$ cat config.mk
export PLATFORM = sky130hd
export DESIGN_NAME = exr_framer
export DESIGN_NICKNAME = d
export VERILOG_FILES = /design/src/exr_pkg.sv /design/src/exr_buf.sv /design/src/exr_framer.sv
export VERILOG_INCLUDE_DIRS = /design/src
export SDC_FILE = /design/constraint.sdc
export NUM_CORES = 1
export LEC_CHECK = 0
export BUFFER_PORTS_ARGS = -buffer_cell sky130_fd_sc_hd__buf_4
export CORE_MARGIN = 10
export CORE_UTILIZATION = 40
export CTS_CLUSTER_SIZE = 30
export DETAILED_ROUTE_END_ITERATION = 12
export SYNTH_ARGS = -nofsm -noshare
export SYNTH_HDL_FRONTEND = slang
export SYNTH_SLANG_ARGS = --single-unit
$ cat constraint.sdc
create_clock -name aclk -period 3.37 [get_ports aclk]
set_clock_uncertainty 0.1 [all_clocks]
set_input_delay 0.8425 -clock aclk [delete_from_list [all_inputs] [get_ports aclk]]
set_output_delay 0.8425 -clock aclk [all_outputs]
set_load 0.1 [all_outputs]
$ cat src/exr_params.svh
/*
 constants of the explicit receive framer: frame bytes, register offsets, field positions.
 assumes inclusion by bare name from the package; exr_framer uses its macros without including it, exr_buf uses none.
*/
`ifndef EXR_PARAMS_SVH
`define EXR_PARAMS_SVH

`define EXR_START_BYTE 8'h7e
`define EXR_TYPE_BYTE  8'h91
`define EXR_CSUM_BASE  8'hff
`define EXR_FIXED_LEN  16'h0012
`define EXR_HDR_LAST   5'h14
`define EXR_SUM_FIRST  5'h03
`define EXR_OPT_RSVD   8'h0c
`define EXR_OPT_MGMT   0
`define EXR_OPT_EXPL   1

`define EXR_REG_CTRL   4'h0
`define EXR_REG_STATUS 4'h4
`define EXR_REG_FRAMES 4'h8
`define EXR_REG_DROPS  4'hc
`define EXR_CTRL_RST   2'h0

`define EXR_RESP_OKAY   2'h0
`define EXR_RESP_SLVERR 2'h2

`endif

$ cat src/exr_pkg.sv
/*
 types of the explicit receive framer: state encoding and the register struct.
 assumes exr_params.svh is on the include path.
*/
`include "exr_params.svh"

package exr_pkg;

	typedef enum logic [2:0] {
		EXR_IDLE = 3'h0,
		EXR_HDR  = 3'h1,
		EXR_PAY  = 3'h3,
		EXR_CSUM = 3'h2,
		EXR_DROP = 3'h6
	} exr_state_t;

	typedef struct packed {
		exr_state_t  st;
		logic [167:0] hdr;
		logic [4:0]   idx;
		logic [15:0]  remain;
		logic [7:0]   sum;
		logic         hv;
		logic [7:0]   hb;
		logic         rx_ready;
		logic         pl_ready;
		logic [1:0]   api_output_options;
		logic [15:0]  frames;
		logic [15:0]  drops;
		logic         awready;
		logic         wready;
		logic         aw_got;
		logic         w_got;
		logic [3:0]   awaddr;
		logic [31:0]  wdata;
		logic [3:0]   wstrb;
		logic         bvalid;
		logic [1:0]   bresp;
		logic         arready;
		logic         rvalid;
		logic [31:0]  rdata;
		logic [1:0]   rresp;
	} exr_regs_t;

endpackage

$ cat src/exr_buf.sv
/*
 shift-register byte buffer with valid and ready on both sides; entry 0 is the output.
 assumes one clock and a synchronous active-low reset.
*/
module exr_buf #(
	parameter int WIDTH = 8,
	parameter int DEPTH = 2
) (
	input  wire logic             aclk,
	input  wire logic             aresetn,
	input  wire logic             in_valid,
	input  wire logic [WIDTH-1:0] in_data,
	output logic                  in_ready,
	output logic                  out_valid,
	output logic      [WIDTH-1:0] out_data,
	input  wire logic             out_ready
);
	import exr_pkg::*;

	localparam int CW = $clog2(DEPTH + 1);

	typedef struct packed {
		logic [DEPTH-1:0][WIDTH-1:0] mem;
		logic [DEPTH-1:0]            vld;
		logic [CW-1:0]               cnt;
	} exr_buf_t;

	exr_buf_t r;
	exr_buf_t n;
	logic     pop;
	logic     push;

	assign in_ready  = (r.cnt != CW'(DEPTH));
	assign out_valid = r.vld[0];
	assign out_data  = r.mem[0];

	always_comb begin
		n    = r;
		pop  = r.vld[0] && out_ready;
		push = in_valid && in_ready;
		// shift down on pop, write at the first free slot
		for (int i = 0; i < DEPTH; i++) begin
			if (pop) begin
				n.mem[i] = (i + 1 < DEPTH) ? r.mem[(i + 1) % DEPTH] : r.mem[i];
				n.vld[i] = (i + 1 < DEPTH) ? r.vld[(i + 1) % DEPTH] : 1'b0;
			end
			if (push && (CW'(i) == (r.cnt - CW'(pop)))) begin
				n.mem[i] = in_data;
				n.vld[i] = 1'b1;
			end
		end
		n.cnt = r.cnt + CW'(push) - CW'(pop);
	end

	always_ff @(posedge aclk) begin
		if (!aresetn) begin
			r <= '0;
		end else begin
			r <= n;
		end
	end
endmodule

$ cat src/exr_framer.sv
/*
 explicit receive indicator framer with an axi4-lite register slave.
 assumes the radio side offers one metadata word per packet with its payload length,
 then exactly that many payload bytes; the host drains the byte stream with ready.
*/
// Notes on behaviour
// frames for ordinary packets only when explicit output option bit 1 is set
// every frame opens with the start byte at position 0
// two-byte count at position 1: bytes between count and checksum
// frame type 0x91 at position 3
// sender long address from position 4, most significant byte first
// sender short address at position 12
// source endpoint at 14, destination endpoint at 15
// cluster at 16, profile at 18
// receive options byte at position 20
// bit 0 acknowledged, bit 1 broadcast, bits 2 and 3 reserved zero
// bit 4 secure session, bit 5 encrypted, bit 6 from end device
// bits 7:6 carry the delivery method
// several option flags may be set together
// payload follows the options byte from position 21 up to the checksum
// checksum is 0xff minus low byte of sum from position 3 onward
// management command responses also produce this frame
// host sets output option bit 0 to receive management responses; the code frames them when either option bit is set
// management payload stays little-endian, other fields big-endian
// bytes leave one after another in ascending position order
module exr_framer #(
	parameter int BUF_DEPTH = 2
) (
	input  wire logic         aclk,
	input  wire logic         aresetn,
	input  wire logic [3:0]   s_axi_awaddr,
	input  wire logic         s_axi_awvalid,
	output logic              s_axi_awready,
	input  wire logic [31:0]  s_axi_wdata,
	input  wire logic [3:0]   s_axi_wstrb,
	input  wire logic         s_axi_wvalid,
	output logic              s_axi_wready,
	output logic [1:0]        s_axi_bresp,
	output logic              s_axi_bvalid,
	input  wire logic         s_axi_bready,
	input  wire logic [3:0]   s_axi_araddr,
	input  wire logic         s_axi_arvalid,
	output logic              s_axi_arready,
	output logic [31:0]       s_axi_rdata,
	output logic [1:0]        s_axi_rresp,
	output logic              s_axi_rvalid,
	input  wire logic         s_axi_rready,
	input  wire logic         rx_valid,
	output logic              rx_ready,
	input  wire logic         rx_is_mgmt,
	input  wire logic [63:0]  rx_src_long,
	input  wire logic [15:0]  rx_src_short,
	input  wire logic [7:0]   rx_src_ep,
	input  wire logic [7:0]   rx_dst_ep,
	input  wire logic [15:0]  rx_cluster,
	input  wire logic [15:0]  rx_profile,
	input  wire logic [7:0]   rx_options,
	input  wire logic [15:0]  rx_len,
	input  wire logic         pl_valid,
	input  wire logic [7:0]   pl_data,
	output logic              pl_ready,
	output logic              out_valid,
	output logic [7:0]        out_data,
	input  wire logic         out_ready
);
	import exr_pkg::*;

	exr_regs_t   r;
	exr_regs_t   n;
	logic        buf_in_ready;
	logic        drain;
	logic        slot;
	logic        rx_take;
	logic        pl_take;
	logic        send;
	logic [15:0] cnt;
	logic [7:0]  opts;

	assign s_axi_awready = r.awready;
	assign s_axi_wready  = r.wready;
	assign s_axi_bvalid  = r.bvalid;
	assign s_axi_bresp   = r.bresp;
	assign s_axi_arready = r.arready;
	assign s_axi_rvalid  = r.rvalid;
	assign s_axi_rdata   = r.rdata;
	assign s_axi_rresp   = r.rresp;
	assign rx_ready      = r.rx_ready;
	assign pl_ready      = r.pl_ready;

	// strict byte order
	exr_buf #(
		.WIDTH (8),
		.DEPTH (BUF_DEPTH)
	) i_exr_buf (
		.aclk      (aclk),
		.aresetn   (aresetn),
		.in_valid  (r.hv),
		.in_data   (r.hb),
		.in_ready  (buf_in_ready),
		.out_valid (out_valid),
		.out_data  (out_data),
		.out_ready (out_ready)
	);

	always_comb begin
		n       = r;
		drain   = r.hv && buf_in_ready;
		slot    = !r.hv || drain;
		rx_take = rx_valid && r.rx_ready;
		pl_take = pl_valid && r.pl_ready;
		// explicit output gate
		// management responses pass
		send    = rx_is_mgmt ? (r.api_output_options != 2'h0)
			: r.api_output_options[`EXR_OPT_EXPL];
		// count of bytes
		cnt     = `EXR_FIXED_LEN + rx_len;
		// reserved bits cleared
		// flags copied as given
		// delivery method copied
		// flags combine freely
		opts    = rx_options & ~`EXR_OPT_RSVD;
		if (drain) begin
			n.hv = 1'b0;
		end
		unique case (r.st)
			EXR_IDLE: begin
				if (rx_take && send) begin
					// start byte first
					// type code
					// long address msb first
					// short address
					// endpoints
					// cluster and profile
					// options byte last
					// big-endian header fields
					n.hdr    = {`EXR_START_BYTE, cnt, `EXR_TYPE_BYTE, rx_src_long,
						rx_src_short, rx_src_ep, rx_dst_ep, rx_cluster, rx_profile, opts};
					n.idx    = '0;
					n.sum    = '0;
					n.remain = rx_len;
					n.st     = EXR_HDR;
				end else if (rx_take) begin
					n.drops  = r.drops + 16'h0001;
					n.remain = rx_len;
					if (rx_len != 16'h0000) begin
						n.st = EXR_DROP;
					end
				end
			end
			EXR_HDR: begin
				if (slot) begin
					n.hv  = 1'b1;
					n.hb  = r.hdr[167 -: 8];
					n.hdr = r.hdr << 8;
					n.idx = r.idx + 5'h01;
					// sum from the type byte on
					if (r.idx >= `EXR_SUM_FIRST) begin
						n.sum = r.sum + r.hdr[167 -: 8];
					end
					if (r.idx == `EXR_HDR_LAST) begin
						n.st = (r.remain == 16'h0000) ? EXR_CSUM : EXR_PAY;
					end
				end
			end
			EXR_PAY: begin
				if (pl_take) begin
					// payload after options
					// payload bytes unchanged
					n.hv     = 1'b1;
					n.hb     = pl_data;
					n.sum    = r.sum + pl_data;
					n.remain = r.remain - 16'h0001;
					if (r.remain == 16'h0001) begin
						n.st = EXR_CSUM;
					end
				end
			end
			EXR_CSUM: begin
				if (slot) begin
					// checksum byte
					n.hv     = 1'b1;
					n.hb     = `EXR_CSUM_BASE - r.sum;
					n.frames = r.frames + 16'h0001;
					n.st     = EXR_IDLE;
				end
			end
			EXR_DROP: begin
				if (pl_take) begin
					n.remain = r.remain - 16'h0001;
					if (r.remain == 16'h0001) begin
						n.st = EXR_IDLE;
					end
				end
			end
			default: begin
				n.st = EXR_IDLE;
			end
		endcase
		n.rx_ready = (n.st == EXR_IDLE);
		n.pl_ready = ((n.st == EXR_PAY) && !n.hv) || (n.st == EXR_DROP);

		// register write channel
		if (s_axi_awvalid && r.awready) begin
			n.aw_got = 1'b1;
			n.awaddr = s_axi_awaddr;
		end
		if (s_axi_wvalid && r.wready) begin
			n.w_got = 1'b1;
			n.wdata = s_axi_wdata;
			n.wstrb = s_axi_wstrb;
		end
		if (r.aw_got && r.w_got && !r.bvalid) begin
			n.aw_got = 1'b0;
			n.w_got  = 1'b0;
			n.bvalid = 1'b1;
			n.bresp  = `EXR_RESP_OKAY;
			if (r.awaddr == `EXR_REG_CTRL) begin
				if (r.wstrb[0]) begin
					n.api_output_options = r.wdata[1:0];
				end
			end else if ((r.awaddr != `EXR_REG_STATUS) && (r.awaddr != `EXR_REG_FRAMES)
				&& (r.awaddr != `EXR_REG_DROPS)) begin
				n.bresp = `EXR_RESP_SLVERR;
			end
		end
		if (r.bvalid && s_axi_bready) begin
			n.bvalid = 1'b0;
		end
		n.awready = !n.aw_got && !n.bvalid;
		n.wready  = !n.w_got && !n.bvalid;

		// register read channel
		if (s_axi_arvalid && r.arready) begin
			n.rvalid = 1'b1;
			n.rresp  = `EXR_RESP_OKAY;
			unique case (s_axi_araddr)
				`EXR_REG_CTRL:   n.rdata = {30'h0, r.api_output_options};
				`EXR_REG_STATUS: n.rdata = {27'h0, r.hv, r.st, r.st != EXR_IDLE};
				`EXR_REG_FRAMES: n.rdata = {16'h0, r.frames};
				`EXR_REG_DROPS:  n.rdata = {16'h0, r.drops};
				default: begin
					n.rdata = 32'h0;
					n.rresp = `EXR_RESP_SLVERR;
				end
			endcase
		end
		if (r.rvalid && s_axi_rready) begin
			n.rvalid = 1'b0;
		end
		n.arready = !n.rvalid;
	end

	always_ff @(posedge aclk) begin
		if (!aresetn) begin
			r <= '0;
		end else begin
			r <= n;
		end
	end
endmodule

==> results_dict.tcl, run 1 <==
set metrics [dict create \
    p_sw_share_pct 24.1 \
    drtIter0Drc 777 \
    fin_ws_ps 774 \
    hold_depth 2 \
    synthAdderAreaFrac_pct 2.57 \
    area_growth_pct 21.8 \
    synth_compound_gate_area_share_pct 24.9 \
    rsz0062_at_grt "no" \
    gr-total-overflow 0 \
    grt_pass1_wl_mm 60.7 \
    synth_seq_area_share_pct 44.7 \
    drive_gt1_share_pct 17.5 \
    ctsHoldBuffers 0 \
    row_count 66 \
    synthMuxAreaShare_pct 1.50 \
    ys_ff_latch 295 \
    finalSetupTns_ps 0 \
    comb_power_share_pct 8.5 \
    final_max_slew_viol_count 0 \
    gp_congestion 0.867 \
    nets 1962 \
    irDropWorstVdd_mv 0.330 \
    path_max_fanout 17 \
    worst_pin_slew_ps 1320 \
    cts_resized 0 \
    first_pass_iters 5 \
    synth_top_family_by_area "compound AO/OA/AOI/OAI gates" \
    switching_power_mw 1.91 \
    cts_setup_buffers 0 \
    dieArea_um2 40700 \
    final_core_util_pct 49.5 \
    synth_cells 1581 \
    wire_per_inst_um 17.6 \
    vias 11847 \
    clockBufferDepth 3 \
    powerDensity_nw_per_um2 492 \
    die_h_um 202 \
    clk_latency_ps 510 \
    grt_pass1_vias 11304 \
    hpwl_mm 26.7 \
    cts_buffers 35 \
    syn_area_per_cell_um2 8.36 \
    outcome "complete, no violations" \
    clock-sinks 295 \
    drc_errors 0 \
    p_int_mw 6.02 \
    grtUsageTotal_pct 17.8 \
    setup.worst_path.class "reg -> reg" \
    dp_cells 2126 \
    cts.clk_slew.worst_paths_ps 60 \
    fmax_ghz 0.385 \
    async_flop_share_pct 0 \
    ant_nets 0 \
    r2r_cells 5 \
    dpl_cell_area_um2 15000 \
    clock-root-buffer "clkbuf_16" \
    ys_warn_count 0 \
    finalHoldViolCount 0 \
    dp_slack_ps 528 \
    min_path_type "reg -> reg" \
    die_w_um 202 \
    core_area_um2 32500 \
    netlist-cell-type-count 65 \
    cts.htree.levels 2 \
    finalPower_mw 7.93 \
    cp-start-kind "flop" \
    critPathArrivalTime_ps 2920 \
    synth_edf_count 0 \
    fin_crit_sh_pct 77.0 \
    finalHoldWorstSlack_ps 352 \
    synthSimpleGateAreaFrac_pct 16.4 \
    min_period_ps 2600 \
    cts_tree "yes" \
    setup_viol 0 \
    final_cells 2186 \
    ios 267 \
    crit_path_end_kind "flop" \
    fin_area_um2 16100 \
    crit_required_ps 3690 \
    cap_violations 0 \
    antenna_found_initial 1 \
    seq_power_share_pct 45.0 \
    p_clk_share_pct 46.5 \
    p_leak_nw 6.04 \
    syn-cell-area_um2 13200 \
    synth_ff_type "dfxtp_1" \
    synth-xor-area-share_pct 3.71 \
    grt_max_degree 98 \
    routed_wl_mm 38.4 \
    post_drt_via_cell_ratio 5.42 \
    start_util_pct 40.6 \
    relSlewSlack_pct 11.2 \
    io_buffers 213 \
]
## routing by layer
| metal | wire [µm] | track usage [%] | vias up |
|---|---|---|---|
| met5 | 0 | 0 | - |
| met4 | 870 | 5.56 | 0 |
| met3 | 2060 | 3.21 | 54 |
| met2 | 17800 | 27.8 | 307 |
| met1 | 17700 | 24.3 | 5618 |
| li1 | - | - | 5868 |
## cell usage after synthesis (4+ instances only)
cell | n | share of area [%]
dfxtp_1 | 295 | 45
nand2_1 | 251 | 7.1
a21oi_1 | 204 | 7.7
a22oi_1 | 175 | 9.9
nor2_1 | 142 | 4.0
clkbuf_1 | 85 | 2.4
buf_4 | 44 | 2.5
nand3_1 | 31 | 1.2
o21ai_0 | 31 | 1.2
xor2_1 | 31 | 2.1
xnor2_1 | 25 | 1.7
ha_1 | 24 | 2.3
and3_1 | 21 | 0.99
a22o_1 | 17 | 1.1
buf_2 | 14 | 0.53
inv_1 | 14 | 0.40
a221oi_1 | 12 | 0.79
mux2i_1 | 12 | 0.91
a211oi_1 | 11 | 0.62
nor3_1 | 11 | 0.42
buf_1 | 10 | 0.28
nand4_1 | 10 | 0.47
a311oi_1 | 9 | 0.60
a31oi_1 | 9 | 0.43
nor4_1 | 8 | 0.38
o21bai_1 | 6 | 0.34
or3_1 | 6 | 0.28
o21a_1 | 5 | 0.28
o22ai_1 | 5 | 0.24
a21o_1 | 4 | 0.23
nor2b_1 | 4 | 0.19
## layout make-up
type	count	area, µm²
Multi-Input combinational cell	1133	6570
Timing Repair Buffer	240	1890
Antenna cell	1	2.50
Clock inverter	11	134
Fill cell	3270	16400
Clock buffer	48	975
Sequential cell	295	5910
Inverter	16	67.6
Tap cell	442	553
## layout by cell type (no fill, tap or decap), types with 9 or more instances in the layout
cell type / Yosys / layout
a211oi_1: 11 / 11
a21oi_1: 204 / 204
a221oi_1: 12 / 12
a22o_1: 17 / 17
a22oi_1: 175 / 175
a311oi_1: 9 / 9
a31oi_1: 9 / 9
and3_1: 21 / 21
buf_4: 44 / 233
clkbuf_16: 0 / 35
conb_1: 1 / 18
dfxtp_1: 295 / 295
ha_1: 24 / 24
inv_1: 14 / 14
mux2i_1: 12 / 12
nand2_1: 251 / 251
nand3_1: 31 / 31
nand4_1: 10 / 10
nor2_1: 142 / 140
nor3_1: 11 / 11
o21ai_0: 31 / 31
xnor2_1: 25 / 25
xor2_1: 31 / 31
## path summary, 6_finish.rpt
| check | end | slack (ps) | startpoint |
|---|---|---|---|
| worst max-delay path | r[140] | 770 | r[325] |
| worst min-delay path | r[192] | 350 | r[192] |
| worst max register to register | r[140] | 770 | r[325] |
| worst min register to register | r[192] | 350 | r[192] |
## cells by family (layout without fill, tap and decap cells)
| kind of cell | Yosys count | in the layout |
|---|---|---|
| XOR/XNOR | 56 | 56 |
| buffers and inverters | 170 | 315 |
| flip-flops | 295 | 295 |
| AND/OR/NAND/NOR | 506 | 506 |
| AO/OA/AOI/OAI | 510 | 510 |
| multiplexers | 17 | 17 |
| adder cells (fa/ha/maj) | 26 | 26 |
| other | 1 | 19 |
## registers in the layout, summed over array words and instances, names as in the netlist
signal	count
i_exr_buf.out_valid	1
s_axi_rvalid	1
s_axi_rdata	16
s_axi_wready	1
pl_ready	1
r	250
i_exr_buf.r	11
i_exr_buf.out_data	8
s_axi_rresp	1
rx_ready	1
s_axi_awready	1
s_axi_bresp	1
s_axi_bvalid	1
s_axi_arready	1
## power by group through the flow
stage	clock, mW	combinational, mW	sequential (mW)
2_1_floorplan	0	0.372	3.67
3_3_place_gp	0	0.662	3.64
3_5_place_dp	0	0.667	3.64
4_1_cts	3.80	0.670	3.56
5_1_grt	3.95	0.721	3.57
6_report	3.69	0.672	3.56
## worst max-delay path: stages (launching register included)
cell	delay (ps)
dfxtp_1	670
nor2b_1	210
o21ai_1	1050
a22o_1	250
a21oi_1	70
nor3_1	160
(Power assumes the default switching activity.)
==> inputs of run 2 (changes only) <==
--- a/config.mk
+++ b/config.mk
@@ -6,6 +6,7 @@
 export SDC_FILE = /design/constraint.sdc
 export NUM_CORES = 1
 export LEC_CHECK = 0
+export ABC_AREA = 1
 export BUFFER_PORTS_ARGS = -buffer_cell sky130_fd_sc_hd__buf_4
 export CORE_MARGIN = 10
 export CORE_UTILIZATION = 40
==> constraint.sdc (replaced) <==
create_clock -name aclk -period 2.6 [get_ports aclk]
set_clock_uncertainty 0.1 [all_clocks]
set_input_delay 0.65 -clock aclk [delete_from_list [all_inputs] [get_ports aclk]]
set_output_delay 0.65 -clock aclk [all_outputs]
set_load 0.1 [all_outputs]
==> run 2 against run 1 <==
  * Synthesized cell count increased by 29%
  * Largest power group unchanged
  * Sequential share of layout area down 2.3 points
  * Synthesized area grew 8.0%
  * Total power increased by 36%
  * Setup slack got worse by 320 ps
  * Combinational power is 56% higher
  * Critical endpoint is now i_exr_buf.out_data[0]
  * Global-route usage up 0.21 points
  * Flip-flop and latch count unchanged
  * Maximum frequency up 21%
  * Critical path type unchanged
  * Sequential power up 31%
  * Core utilization decreased by 1.0 points
  * Non-clock buffer count grew 1
==> results_dict.tcl, run 2 <==
set metrics [dict create \
    outcome "complete, no violations" \
    final_max_slew_viol_count 0 \
    grt_max_degree 79 \
    post_drt_via_cell_ratio 5.00 \
    ys_ff_latch 295 \
    path_max_fanout 17 \
    r2r-start "i_exr_buf.out_valid" \
    use_met3_pct 4.03 \
    ys_warn_count 0 \
    final_cells 2673 \
    relSlewSlack_pct 43.3 \
    die_h_um 209 \
    cts_tree "yes" \
    ctsHoldBuffers 0 \
    ios 267 \
    met1_usage_pct 22.5 \
    syn-cell-area_um2 14300 \
    crit_path_end_kind "flop" \
    clock-root-buffer "clkbuf_16" \
    cp-start-kind "flop" \
    dp_cells 2611 \
    die_w_um 209 \
    top_register "r" \
    setup_viol 0 \
    synthTopCellsByCount "710 x nand2_1, 295 x dfxtp_1, 158 x inv_1, 142 x a21oi_1, 139 x a31oi_1" \
    row_count 69 \
    cts.clk_slew.worst_paths_ps 60 \
    drive_gt1_share_pct 15.6 \
    netlist-cell-type-count 51 \
    io_buffers 213 \
    syn_area_per_cell_um2 7.03 \
    start_util_pct 40.4 \
    cts.htree.levels 2 \
    final-seq-area_um2 5910 \
    powerDensity_nw_per_um2 627 \
    vias 13371 \
    first_pass_iters 7 \
    async_flop_share_pct 0 \
    setup.worst_path.class "reg -> reg" \
    p_leak_nw 6.82 \
    clockBufferDepth 3 \
    routed_wl_mm 40.4 \
    gr-total-overflow 0 \
    dieArea_um2 43700 \
    rrSetupSlack_ps 460 \
    fmax_ghz 0.467 \
    cts_setup_buffers 0 \
    clock-sinks 295 \
    grt_pass1_vias 13192 \
    finalHoldViolCount 0 \
    hpwl_mm 29.7 \
    cts_resized 0 \
    largest_register_ffs 250 \
    crit_required_ps 2950 \
    synth_area_leaders "dfxtp_1 41%, nand2_1 19%, a31oi_1 6.1%" \
    fin_area_um2 17200 \
    clk_latency_ps 540 \
    synth_edf_count 0 \
    hold_depth 3 \
    min_from "s_axi_awaddr[0]" \
    fill_cells 3590 \
    hold_end "r[75]" \
    area_growth_pct 20.1 \
    nets 2428 \
    grtUsageTotal_pct 18.0 \
    yosysTopAreaCellShare_pct 41.3 \
    r2r_cells 9 \
    drtIter0Drc 835 \
    antenna_cells 0 \
    fin_crit_sh_pct 82.4 \
    synth_top_cell_by_area "dfxtp_1" \
    synth_cells 2033 \
    gp_congestion 0.913 \
    min_period_ps 2140 \
    ant_nets 0 \
    use_met2_pct 30.6 \
    grt_pass1_wl_mm 66.8 \
    min_path_type "in -> reg" \
    drc_errors 0 \
    cts_buffers 35 \
    synth_ff_type "dfxtp_1" \
    cap_violations 0 \
    multiInputGateArea_um2 6850 \
    irDropWorstVdd_mv 0.407 \
    final_common_cell "nand2_1" \
    core_area_um2 35400 \
    mostFrequentLayoutCells "710 x nand2_1, 294 x dfxtp_1, 229 x buf_4, 158 x inv_1, 142 x a21oi_1" \
    synth_seq_area_share_pct 41.3 \
    busiest_layer "met2" \
    worst_pin_slew_ps 845 \
    rsz0062_at_grt "no" \
    wire_per_inst_um 15.1 \
    dpl_cell_area_um2 16000 \
    r2r_end "i_exr_buf.out_data[0]" \
    antenna_found_initial 1 \
    critPathArrivalTime_ps 2490 \
    synth.most_common_cell "nand2_1" \
]
[run 2: layer usage]
| layer | routed length (µm) | vias to the layer above |
|---|---|---|
| met5 | 18 | - |
| met4 | 617 | 2 |
| met3 | 2260 | 44 |
| met2 | 19600 | 251 |
| met1 | 17900 | 6181 |
| li1 | - | 6893 |
[run 2: power breakdown]
group	leakage, nW	switching (mW)	internal (mW)	total, mW
combinational	3.85	0.684	0.367	1.05
clock	0.585	1.95	3.10	5.05
sequential	2.38	0.0602	4.60	4.66
total	6.82	2.69	8.06	10.8
[run 2: cell type report]
cell class / count / area share [%]
tap: 461 / 3.36
timing repair buffer: 241 / 11.4
clock inverter: 11 / 0.875
sequential: 295 / 34.4
inverter: 174 / 3.89
multi-input combinational: 1440 / 39.9
clock buffer: 51 / 6.10
[run 2: worst max path at each step]
| stage | depth (start not counted) | end | start | slack, ps |
|---|---|---|---|---|
| global route | 9 | i_exr_buf.out_data[6] | i_exr_buf.out_valid | 150 |
| global placement | 10 | i_exr_buf.out_data[6] | out_ready | 90 |
| floorplan | 10 | i_exr_buf.r[17] | out_ready | 170 |
| detailed placement | 10 | i_exr_buf.out_data[0] | out_ready | -9 |
| CTS | 9 | i_exr_buf.out_data[0] | i_exr_buf.out_valid | 460 |
| finish | 9 | i_exr_buf.out_data[0] | i_exr_buf.out_valid | 460 |
[run 2: critical path, cell delays in order, from the launching register on]
cell and delay, ps:
dfxtp_2 320, nand2_1 70, clkinv_1 100, ha_1 200, nand2_1 70, and2_1 150
inv_1 80, nor3_2 640, o21ai_0 170, a21oi_1 160
[run 2: logic make-up after synthesis]
group           share of synthesized area, %
flops                                   41.3
other cells                           0.0263
compound gates                          16.2
fa+ha+maj                               2.38
buf+inv                                 11.2
simple gates                            27.7
xor+xnor                                1.10
[run 2: through the flow]
step	setup slack, ps	TNS (ps)	util (%)	total power [mW]	hold slack, ps
global route	149	0	48.5	11.2	294
global placement	95.0	0	45.1	5.80	316
CTS	457	0	48.5	10.9	260
detailed placement	-9.41	-9.41	45.1	5.81	312
floorplan	166	0	-	5.44	299
finish	458	0	48.5	10.8	280
==> inputs of run 3 (changes only) <==
--- a/config.mk
+++ b/config.mk
@@ -6,7 +6,7 @@
 export SDC_FILE = /design/constraint.sdc
 export NUM_CORES = 1
 export LEC_CHECK = 0
-export ABC_AREA = 1
+export ABC_AREA = 0
 export BUFFER_PORTS_ARGS = -buffer_cell sky130_fd_sc_hd__buf_4
 export CORE_MARGIN = 10
 export CORE_UTILIZATION = 40
==> constraint.sdc (replaced) <==
create_clock -name aclk -period 1.9 [get_ports aclk]
set_clock_uncertainty 0.1 [all_clocks]
set_input_delay 0.475 -clock aclk [delete_from_list [all_inputs] [get_ports aclk]]
set_output_delay 0.475 -clock aclk [all_outputs]
set_load 0.1 [all_outputs]
==> run 3 against run 2 <==
  * The flow now finishes with violations (negative setup slack)
  * First-iteration DRC count decreased by 3.0%
  * Sequential share of layout area decreased by 2.4 points
  * Wire length increased by 5.7%
  * Flip-flop and latch count unchanged
  * Final cell count decreased by 12%
  * Core utilization increased by 8.5 points
  * Final area increased by 8.1%
  * Clock power increased by 39%
  * Register-to-register slack got worse by 630 ps
  * Total power increased by 37%
  * Sequential power increased by 36%
  * Largest power group unchanged
==> results_dict.tcl, run 3 (synthesis results as in run 1) <==
set metrics [dict create \
    outcome "finished, violations left" \
    violations "negative setup slack" \
    die_w_um 202 \
    grt_pass1_vias 12036 \
    top_register "r" \
    setup_viol 16 \
    area_growth_pct 40.3 \
    p_leak_nw 7.26 \
    dieArea_um2 40700 \
    hpwl_mm 29.0 \
    crit_required_ps 2190 \
    cp-start-kind "flop" \
    min_path_type "in -> reg" \
    drive_gt1_share_pct 30.8 \
    path_max_fanout 3 \
    routed_wl_mm 42.7 \
    gr-total-overflow 0 \
    clk_latency_ps 510 \
    grtUsageTotal_pct 18.6 \
    drtIter0Drc 810 \
    ios 267 \
    cts_buffers 35 \
    grt_max_degree 53 \
    irDropWorstVdd_mv 0.657 \
    fin_crit_sh_pct 109 \
    cts_tree "yes" \
    clock-root-buffer "clkbuf_16" \
    io_buffers 213 \
    mostFrequentLayoutCells "363 x buf_4, 281 x dfxtp_1, 247 x nand2_1, 198 x a21oi_1, 167 x a22oi_1" \
    first_pass_iters 5 \
    cts.htree.levels 2 \
    ant_nets 0 \
    cap_violations 0 \
    crit_path_end_kind "flop" \
    final_common_cell "buf_4" \
    largest_register_ffs 250 \
    start_util_pct 40.6 \
    fmax_ghz 0.483 \
    gp_congestion 0.868 \
    setup.worst_path.class "reg -> reg" \
    dp_slack_ps -369 \
    post_drt_via_cell_ratio 5.37 \
    row_count 66 \
    fin_ws_ps -169 \
    antenna_found_initial 1 \
    drc_errors 0 \
    min_period_ps 2070 \
    cts.clk_slew.worst_paths_ps 60 \
    rrSetupSlack_ps -170 \
    vias 12678 \
    clock-sinks 295 \
    wire_per_inst_um 18.1 \
    rsz0062_at_grt "yes" \
    powerDensity_nw_per_um2 796 \
    finalSetupTns_ps -1140 \
    finalHoldViolCount 0 \
    die_h_um 202 \
    grt_pass1_wl_mm 63.7 \
    final_max_slew_viol_count 0 \
    core_area_um2 32500 \
    clockBufferDepth 3 \
    critPathArrivalTime_ps 2360 \
    nets 2136 \
]
run 3: cell types whose count changed in the layout (fill, tap and decap cells not counted), sizes merged, moves of 39 or more:
cell / before / now
a31oi: 139 / 9
nand3: 70 / 31
a22oi: 0 / 175
a21oi: 143 / 205
o21ai: 98 / 34
inv: 173 / 16
buf: 241 / 401
nand2: 720 / 251
run 3: final cells by class:
type,instances,area [µm²]
Clock buffer,44,970
Inverter,16,72.6
Tap cell,442,553
Antenna cell,1,2.50
Fill cell,3014,14000
Sequential cell,295,5940
Multi-Input combinational cell,1134,7120
Clock inverter,18,244
Timing Repair Buffer,413,3650
run 3: power breakdown:
group | switching [mW] | internal, mW
Combinational | 0.844 | 0.601
Clock | 2.69 | 4.32
Sequential | 0.0660 | 6.25
Total | 3.60 | 11.2
run 3: path summary, 6_finish.rpt:
check,startpoint,to,cells after the start
hold reg to reg,r[190],r[190],2
setup reg to reg,r[152],pl_ready,8
setup / recovery,r[152],pl_ready,8
hold / removal,rx_options[5],r[162],3
run 3: per-layer routing:
| metal | share of wire, % | up-vias | track usage (%) |
|---|---|---|---|
| met3 | 4.8 | 48 | 3.21 |
| met5 | 0 | - | 0 |
| met4 | 1.6 | 0 | 4.32 |
| li1 | - | 6244 | - |
| met1 | 45 | 6070 | 24.5 |
| met2 | 48 | 316 | 30.9 |
run 3: per-stage QoR:
step | utilization [%] | total power, mW | std cells | instance area (µm²) | hold WS (ps)
floorplan | - | 7.18 | 1598 | 13400 | 331
global placement | 49.8 | 7.80 | 2261 | 16200 | 340
detailed placement | 49.8 | 7.81 | 2261 | 16200 | 347
CTS | 54.1 | 14.8 | 2327 | 17600 | 98.3
global route | 57.0 | 15.3 | 2363 | 18500 | 115
finish | 57.0 | 14.8 | 2363 | 18500 | 116
run 3: timing repair:
item | CTS | global route
hold buffers | 0 | 0
endpoints found under the setup margin | 43 | 184
gates resized for setup | 37 | 104
hold endpoints to repair | 0 | 0
buffers inserted | 3 | 20
pin swaps | 9 | 28
cloned | 1 | 15
run 3: worst max-delay path: stages, from the launching register on:
cell,delay [ps]
dfxtp_2,340
inv_2,60
ha_4,110
nand4b_1,120
or4b_1,530
a211o_1,290
a21oi_2,160
nor2_2,60
a41o_1,180
